$ cat config.mk
export PLATFORM = sky130hd
export DESIGN_NAME = sqd_top
export DESIGN_NICKNAME = d
export VERILOG_FILES = /design/src/core/sqd_pkg.sv /design/src/core/sqd_fen_chan.sv /design/src/core/sqd_top.sv
export SDC_FILE = /design/constraint.sdc
export NUM_CORES = 1
export LEC_CHECK = 0
export BUFFER_PORTS_ARGS = -buffer_cell sky130_fd_sc_hd__buf_2
export CAP_MARGIN = 10
export CORE_ASPECT_RATIO = 1.4
export CORE_MARGIN = 4
export CORE_UTILIZATION = 52
export CTS_CLUSTER_DIAMETER = 30
export DETAILED_ROUTE_END_ITERATION = 10
export PLACE_DENSITY = 0.78
export SYNTH_ARGS = -nofsm -noshare
export SYNTH_HDL_FRONTEND = slang
export SYNTH_SLANG_ARGS = --single-unit
$ cat constraint.sdc
create_clock -name i_clk -period 2.4 [get_ports i_clk]
set_clock_uncertainty 0.2 [all_clocks]
set_input_delay 0.12 -clock i_clk [delete_from_list [all_inputs] [get_ports i_clk]]
set_output_delay 0.12 -clock i_clk [all_outputs]
set_load 0.01 [all_outputs]
$ cat src/core/sqd_pkg.sv
/*
 * Shared constants of the squib diagnostic status and fire-enable block: filter
 * and tick timing, counter widths, reset values and status byte bit positions.
 * Assumes a single 50 MHz clock.
 */
package sqd_pkg;

	// ===========================================================
	// Clock and timing
	localparam int CLK_HZ          = 50_000_000;
	localparam int FILT_TIME_US    = 12_000;
	localparam int TICK_TIME_US    = 1_000;
	localparam int FILT_CYCLES     = (CLK_HZ / 1_000_000) * FILT_TIME_US;
	localparam int TICK_CYCLES     = (CLK_HZ / 1_000_000) * TICK_TIME_US;
	localparam int HOLD_W          = 8;
	localparam logic [7:0] HOLD_RST = 8'h00;

	// ===========================================================
	// Status byte bit positions
	localparam int ST_FEN1_BIT     = 0;
	localparam int ST_FEN2_BIT     = 1;
	localparam int ST_ACT1_BIT     = 2;
	localparam int ST_ACT2_BIT     = 3;
	localparam logic [7:0] RES_RST = 8'hff;

endpackage

$ cat src/core/sqd_fen_chan.sv
/*
 * One fire-enable channel: synchroniser, glitch filter and latch-and-hold timer.
 * Assumes the pin is asynchronous and a shared 1 ms tick pulse.
 */
module sqd_fen_chan #(
	parameter int FILT_CYC = 600_000
) (
	// Clock and reset
	input  wire logic       i_clk,
	input  wire logic       i_rst_n,
	// Pin, tick and programming
	input  wire logic       i_pin,
	input  wire logic       i_tick,
	input  wire logic [7:0] i_hold_ms,
	// Results
	output logic            o_pin_sync,
	output logic            o_active
);
	// The filter counter is 24 bits wide, so longer intervals cannot be served
	if (FILT_CYC < 1 || FILT_CYC > 16_777_215) begin : g_bad_filt
		$error("FILT_CYC must lie between 1 and 16777215");
	end

	typedef struct packed {
		logic        s1;
		logic        s2;
		logic [23:0] fcnt;
		logic        qual;
		logic [7:0]  hold;
		logic        act;
	} sqd_chan_t;

	sqd_chan_t st_q, st_d;

	always_comb begin
		st_d = st_q;
		st_d.s1 = i_pin;
		st_d.s2 = st_q.s1;
		// Filter: must stay high for the whole interval, any low restarts it
		if (!st_q.s2) begin
			st_d.fcnt = '0;
			st_d.qual = 1'b0;
		end else if (st_q.fcnt < 24'(FILT_CYC)) begin
			st_d.fcnt = st_q.fcnt + 24'h000001;
		end else begin
			st_d.qual = 1'b1;
		end
		// Reload on rising qualified enable, count down on ticks while low
		if (st_d.qual && !st_q.qual) begin
			st_d.hold = i_hold_ms;
		end else if (!st_q.qual && i_tick && st_q.hold != 8'h00) begin
			st_d.hold = st_q.hold - 8'h01;
		end
		st_d.act = st_d.qual || (st_d.hold != 8'h00);
	end

	always_ff @(posedge i_clk or negedge i_rst_n) begin
		if (!i_rst_n) begin
			st_q <= '0;
		end else begin
			st_q <= st_d;
		end
	end

	assign o_pin_sync = st_q.s2;
	assign o_active   = st_q.act;
endmodule

$ cat src/core/sqd_top.sv
/*
 * Digital status and control of a four-channel squib driver: harness short
 * flags, low-side continuity, resistance comparator byte, line-to-line short
 * flags, fire-enable qualification with latch-and-hold, and hold programming.
 * Assumes the SPI front end decodes commands and pulses i_cmd_done per valid
 * command, and that analogue comparator outputs are already synchronous.
 */
module sqd_top #(
	parameter int FILT_CYC = sqd_pkg::FILT_CYCLES,
	parameter int TICK_CYC = sqd_pkg::TICK_CYCLES
) (
	// Clock and reset
	input  wire logic       i_clk,
	input  wire logic       i_rst_n,
	// Fire-enable pins
	input  wire logic       i_fire_enable_one,
	input  wire logic       i_fire_enable_two,
	// Command strobes from the serial front end
	input  wire logic       i_cmd_done,
	input  wire logic       i_prog_one,
	input  wire logic       i_prog_two,
	input  wire logic [7:0] i_prog_ms,
	input  wire logic [3:0] i_fire_cmd,
	// Analogue comparator results
	input  wire logic       i_std_test,
	input  wire logic       i_cmp_batt,
	input  wire logic       i_cmp_gnd,
	input  wire logic       i_open_test,
	input  wire logic       i_cont_test,
	input  wire logic       i_cont_ok,
	input  wire logic       i_res_test,
	input  wire logic [7:0] i_res_cmp,
	input  wire logic       i_l2l_test,
	input  wire logic       i_l2l_line_ok,
	input  wire logic [2:0] i_l2l_pair,
	// Status outputs
	output logic            o_no_battery_short_flag,
	output logic            o_no_ground_short_flag,
	output logic            o_open_squib_battery_ok_flag,
	output logic            o_open_squib_ground_ok_flag,
	output logic            o_low_side_continuity_flag,
	output logic [7:0]      o_res_result,
	output logic            o_line_test_current_flag,
	output logic [2:0]      o_line_pair_short_flag,
	output logic [7:0]      o_fen_status,
	output logic [7:0]      o_hold_one_ms,
	output logic [7:0]      o_hold_two_ms,
	output logic [3:0]      o_drive_on,
	output logic            o_firing
);
	// The prescaler is 23 bits wide and must reach TICK_CYC - 1
	if (TICK_CYC < 1 || TICK_CYC > 8_388_608) begin : g_bad_tick
		$error("TICK_CYC must lie between 1 and 8388608");
	end

	typedef struct packed {
		logic        nb;
		logic        ng;
		logic        onb;
		logic        ong;
		logic        cont;
		logic [7:0]  res;
		logic        lt;
		logic [2:0]  lp;
		logic [7:0]  fst;
		logic [7:0]  h1;
		logic [7:0]  h2;
		logic [3:0]  drv;
		logic        fir;
		logic [22:0] pre;
		logic        tick;
	} sqd_state_t;

	sqd_state_t st_q, st_d;
	logic       en1_sync;
	logic       en2_sync;
	logic       en1_act;
	logic       en2_act;

	// ===========================================================
	// Fire-enable channels
	sqd_fen_chan #(.FILT_CYC(FILT_CYC)) u_fen_one (
		.i_clk      (i_clk),
		.i_rst_n    (i_rst_n),
		.i_pin      (i_fire_enable_one),
		.i_tick     (st_q.tick),
		.i_hold_ms  (st_q.h1),
		.o_pin_sync (en1_sync),
		.o_active   (en1_act)
	);

	sqd_fen_chan #(.FILT_CYC(FILT_CYC)) u_fen_two (
		.i_clk      (i_clk),
		.i_rst_n    (i_rst_n),
		.i_pin      (i_fire_enable_two),
		.i_tick     (st_q.tick),
		.i_hold_ms  (st_q.h2),
		.o_pin_sync (en2_sync),
		.o_active   (en2_act)
	);

	// ===========================================================
	// Next state
	always_comb begin
		st_d = st_q;
		// 1 ms prescaler shared by both hold timers
		if (st_q.pre >= 23'(TICK_CYC - 1)) begin
			st_d.pre  = '0;
			st_d.tick = 1'b1;
		end else begin
			st_d.pre  = st_q.pre + 23'h000001;
			st_d.tick = 1'b0;
		end
		if (i_std_test) begin
			st_d.nb = !i_cmp_batt;
			st_d.ng = !i_cmp_gnd;
		end
		if (i_open_test) begin
			st_d.onb = !i_cmp_batt;
			st_d.ong = !i_cmp_gnd;
		end
		// Continuity clears once reported; a new test in the same cycle wins
		if (i_cont_test) begin
			st_d.cont = i_cont_ok;
		end else if (i_cmd_done) begin
			st_d.cont = 1'b0;
		end
		if (i_res_test && !st_q.fir) begin
			st_d.res = i_res_cmp;
		end
		if (i_l2l_test) begin
			// Two or more pairs hit means three lines joined, whatever the line under test reports; both results zeroed
			if ((i_l2l_pair[0] + i_l2l_pair[1] + i_l2l_pair[2]) > 2'd1) begin
				st_d.lt = 1'b0;
				st_d.lp = 3'h0;
			end else begin
				st_d.lt = i_l2l_line_ok;
				st_d.lp = i_l2l_pair;
			end
		end
		// Unlock byte is assumed consumed upstream; only the delay byte lands here
		if (i_prog_one && !st_q.fir) begin
			st_d.h1 = i_prog_ms;
		end
		if (i_prog_two && !st_q.fir) begin
			st_d.h2 = i_prog_ms;
		end
		st_d.fst = 8'h00;
		st_d.fst[sqd_pkg::ST_FEN1_BIT] = en1_sync;
		st_d.fst[sqd_pkg::ST_FEN2_BIT] = en2_sync;
		st_d.fst[sqd_pkg::ST_ACT1_BIT] = en1_act;
		st_d.fst[sqd_pkg::ST_ACT2_BIT] = en2_act;
		// Channels 0,1 gated by enable one, 2,3 by enable two
		st_d.drv = i_fire_cmd & {en2_act, en2_act, en1_act, en1_act};
		st_d.fir = |st_d.drv;
	end

	always_ff @(posedge i_clk or negedge i_rst_n) begin
		if (!i_rst_n) begin
			st_q     <= '0;
			st_q.nb  <= 1'b1;
			st_q.ng  <= 1'b1;
			st_q.onb <= 1'b1;
			st_q.ong <= 1'b1;
			st_q.res <= sqd_pkg::RES_RST;
			st_q.h1  <= sqd_pkg::HOLD_RST;
			st_q.h2  <= sqd_pkg::HOLD_RST;
		end else begin
			st_q <= st_d;
		end
	end

	assign o_no_battery_short_flag      = st_q.nb;
	assign o_no_ground_short_flag       = st_q.ng;
	assign o_open_squib_battery_ok_flag = st_q.onb;
	assign o_open_squib_ground_ok_flag  = st_q.ong;
	assign o_low_side_continuity_flag   = st_q.cont;
	assign o_res_result                 = st_q.res;
	assign o_line_test_current_flag     = st_q.lt;
	assign o_line_pair_short_flag       = st_q.lp;
	assign o_fen_status                 = st_q.fst;
	assign o_hold_one_ms                = st_q.h1;
	assign o_hold_two_ms                = st_q.h2;
	assign o_drive_on                   = st_q.drv;
	assign o_firing                     = st_q.fir;
endmodule

Word-level counts from Yosys, hierarchy flattened. Cells that the tools add are included.

Latch bits: 0. Memory bits (read-only): 0. Input bits: 39. Bits in writable memories: 0. Logic and storage cells: 77. Memories kept: 0. Flip-flop bits (word level): 138.

Multipliers: 0. Shifts and indexed selects: 0. Add/sub/neg operators: 7. Divide/modulo/power cells: 0. Mux-type cells: 14. Equal/unequal tests: 2. Bitwise gates (word level): 1. Magnitude comparators: 4. Reductions and logical operators: 22.

Operators with widths (number): $mux W24 (3); $mux W25 (2); $add A24 B1 Y24 const B (2); $lt A24 B20 Y1 const B (2); $mux W8 (4); $reduce_bool A8 Y1 (4); $add A23 B1 Y23 const B (1); $ge A23 B16 Y1 const B (1); $sub A8 B1 Y8 const B (2); $logic_and A1 B1 Y1 (9); $logic_not A1 Y1 (5); $and A4 B4 Y4 (1); $mux W1 (4); $mux W4 (1); $ne A2 B2 Y1 const B (2); $reduce_or A4 Y1 (1); $add A1 B1 Y2 (1); $add A2 B1 Y2 (1); $gt A2 B1 Y1 const B (1); $logic_or A1 B1 Y1 (2); $reduce_bool A2 Y1 (1).

Longest topological paths before layout.
Depth in word-level cells: 7. Mapped depth: 8. Depth with buffers taken out: 8.

Modules after synthesis. From an unflattened synthesis, not the netlist that was laid out.

Cell total of the unflattened synthesis: 649. Area, all modules: 6966.7 µm².

Modules (own cells, without submodules): sqd_top (instances 1, cells an instance 231, seq. area each 1666.6 µm², area each 2886.5 µm²); sqd_fen_chan at u_fen_two (instances 1, cells an instance 211, seq. area each 900.9 µm², area each 2055.7 µm²); sqd_fen_chan at u_fen_one (instances 1, cells an instance 207, seq. area each 900.9 µm², area each 2024.4 µm²).

Worst setup path after synthesis. OpenSTA, ideal clock, no wires.

Path kind: register to register. From: register u_fen_one.st_q[1] in the netlist's numbering. To: register u_fen_one.st_q (netlist bit u_fen_one.o_active). Data required time: 2.057 ns. Clock period less this slack: 2.214 ns. Buffers on the path: 0. Path slack: 0.186 ns. Arrival: 1.871 ns. Stages on the path, launching flop included: 8. Cell sequence: dfrtp_1 inv_1 ha_1 nor3b_2 a21boi_2 or3_1 a2111oi_0 o2111ai_1.

RTL lines: from (decl) (line sqd_fen_chan.sv:33) `sqd_chan_t st_q, st_d;`; from (signal assigned) (line sqd_fen_chan.sv:61) `st_q <= st_d;`.

==> impl_results.md <==
- Status: completed
- Final wirelength: 14600 um
- First-pass GRT wire length: 24500 um
- Placer Congestion: 0.923
- Row cnt: 48
- Most common cell after layout, fill and taps aside: dfrtp_1
- Die Wd: 104 um
- Synth Area in Adders: 0.0151
- Mux cell area share after synthesis: 0.0780
- First-pass DRT Iterations: 6
- Final core occ: 0.656
- Core Area: 12400 sq um
- Clock power frac: 0.498
- Skew-Pair Late Insertion Delay: 0.42 ns
- Synthesized flop and latch total: 138
- Hold Violations, Final: 0
- Vias in the first global route: 5190
- Root buffer cell: clkbuf_16
- Post-synth EDFFs: 0
- TritonCTS clock tree: built
- Antenna cell count: 0
- Worst-margin pin slew: 0.672 ns
- Achievable clock frequency: 420 MHz
- Peak supply drop: 520 uV
- Clock tree buffer depth: 2
- Comb power frac: 0.066
- Critical-path maximum fanout: 4
- Internal: 4.43 mW
- Wirelength per Cell: 16.4 um
- Max-Cap Viols: 0
- Layout cells sized above 1: 0.279
- Synthesized area: 6640 sq um
- Area grow syn2layout: 22.8%
- Slew HR: 0.551
- CTS clk-pin slew, worst paths: 0.06 ns
- Htree depth: 4
- Compound-Gate Fraction of Synth Area: 0.0904
- Worst setup path start: u_fen_one.st_q[2]
- Reg-to-reg critical path startpoint: u_fen_one.st_q[2]
- Antenna Violating Nets Remaining: 0
- Starting Density: 0.534
- Data arrival, critical path: 2.44 ns
- Switching Share: 0.217
- DR vias/cell: 5.60
- CTS Sinks: 138
- Largest family of logic cells by synthesized area: simple AND/OR/NAND/NOR gates
- Die Span Y: 142 um
- Total power: 5.66 mW
- CP endpoint kind: register
- Total Routing Usage GR: 0.207
- Largest net degree at the start of global routing: 60
- DR iter-0 viols: 278
- Hold WS: 0.0354 ns
- Post-synth ARST share: 1.00
- Buffers added on ports: 80
- Average size of a mapped cell: 10.8 sq um
- Ports: 85
- Yosys warning count: 0
- Ys flop type: dfrtp_1
- Syn Inst Count: 614
- Residual DRC: 0
- Final setup fails: 0
- Pleak: 3.74 nW
- Period Utilization, post-route: 0.992
- Synth Area in Simple Gates: 0.183
- Distinct cells, synth: 63
- XOR/XNOR Fraction of Synth Area: 0.0409
- Final slew viol count: 0
- Initial antenna violation count: 0
- Startpoint Class: register
- Number of buffers created by CTS: 17
- Layout Nets: 777
- Final HPWL DP: 9340 um
- Commonest non-fill, non-tap cells in the layout: 125 x dfrtp_1, 79 x buf_2, 47 x nor2_1
- PD cells: 694 nW/um^2
- HP Class: input port to asynchronous set/reset pin
- Seq/Total Area, Yosys: 0.522
- CP Data Required Time: 2.46 ns
- Grt total ovfl: 0
- Flop pwr share: 0.437
- Crit path time final: 2.38 ns
- NetSw: 1.23 mW
- Worst Path Class, Setup: register to register
- Vias: 4997
- Die ar.: 14700 sq um
## critical path, cell delays in order, from the launching register on
cell and delay [ns]:
dfrtp_1 0.38, inv_1 0.11, ha_2 0.23, nor3b_4 0.25, nand2_1 0.17, nor3b_2 0.21, o21ai_0 0.12, a2111oi_2 0.39
o2111ai_1 0.17
## area by class of cell
type / count / area, sq um
fillers: 879 / 4280
flip-flops and latches: 138 / 3470
multi-input cells: 407 / 2800
repair buffers: 140 / 965
clock buffers: 19 / 433
clock inverters: 12 / 198
well taps: 150 / 188
inverters: 26 / 97.6
## layer usage
| layer | global-route usage | up-vias | part of all wire |
|---|---|---|---|
| met3 | 0.0592 | 44 | 0.051 |
| met1 | 0.229 | 2467 | 0.39 |
| li1 | - | 2343 | - |
| met5 | 0 | - | 0 |
| met4 | 0.0875 | 0 | 0.028 |
| met2 | 0.374 | 143 | 0.53 |
## sequential cells by signal (all words and copies together) (netlist names), 3 cells and up
signal / flops
o_line_pair_short_flag: 3
u_fen_two.st_q: 33
o_res_result: 8
o_drive_on: 4
o_hold_one_ms: 8
o_fen_status: 4
u_fen_one.st_q: 33
o_hold_two_ms: 8
st_q: 24
## path summary, 6_finish.rpt
check	end	slack [ns]	cells past startpoint
worst max-delay path	u_fen_one.o_active	0.02	8
worst min-delay path	st_q[22]	0.04	2
worst max register to register	u_fen_one.o_active	0.02	8
worst min register to register	u_fen_one.o_pin_sync	0.15	0
max in group asynchronous	o_no_ground_short_flag	1.24	3
min in group i_clk	o_hold_two_ms[7]	0.07	4
## logic make-up (layout without fill, tap and decap cells)
kind of cell / Yosys count / after routing
AND/OR/NAND/NOR: 219 / 219
XOR/XNOR: 31 / 31
AO/OA/AOI/OAI: 91 / 91
flip-flops: 138 / 138
other: 1 / 11
adder cells (fa/ha/maj): 8 / 8
multiplexers: 47 / 47
buffers and inverters: 79 / 197
## cell usage after synthesis (2+ instances only)
cell         n  area (sq um)
or4_1        7          52.6
nand2b_1     2          12.5
a21oi_1     27           135
nor4_2       2          25.0
and4_1       3          26.3
buf_4       39           293
and2_1      15          93.8
mux2i_1      9          90.1
o31a_1       2          17.5
dfrtp_1    126          3150
o21a_1       4          30.0
buf_2        3          15.0
nor2b_1      6          37.5
nand2_1     38           143
inv_1       25          93.8
or3_1       13          81.3
and3_1       9          56.3
xor2_1      17           149
nand4b_1     3          26.3
clkbuf_1     9          33.8
xnor2_1     14           123
ha_1         8           100
nand3_1     28           140
nor2_1      47           176
o21ai_0     29           145
mux2_2      38           428
buf_6        2          22.5
nor3_1       9          45.0
nand3b_1     3          22.5
dfstp_2     12           315
o2111ai_1    2          17.5
o31ai_1      8          60.1
a31oi_1      2          12.5
nor4_1      10          62.6
nand4_1     10          62.6
nor3b_1      5          37.5
o21ai_1      2          10.0
## power by group through the flow
stage                     Sequential, mW  Combinational, mW  Clock (mW)
final                               2.47              0.373        2.82
after global routing                2.48              0.413        2.95
after CTS                           2.47              0.373        2.84
after detailed placement            2.51              0.321           0
after global placement              2.50              0.309           0
after floorplan                     2.50              0.206           0
## what timing repair did
| item | in CTS | in global routing |
|---|---|---|
| gates resized for setup | 2 | 11 |
| setup buffers | 0 | 2 |
| pin swaps | 0 | 1 |
| hold buffers | 38 | 0 |
| hold endpoints to repair | 166 | 0 |
| setup endpoints to repair | 1 | 11 |
## stage by stage
stage / std cells / setup TNS [ns] / worst slack, ns / instance area [sq um]
5_1_grt: 892 / -0.133 / -0.127 / 8150
4_1_cts: 890 / 0 / 0.0142 / 8090
6_report: 892 / 0 / 0.0196 / 8150
3_3_place_gp: 821 / 0 / 0.181 / 7070
2_1_floorplan: 624 / 0 / 0.186 / 6680
3_5_place_dp: 821 / 0 / 0.0000124 / 7070
(Power assumes the default switching activity.)
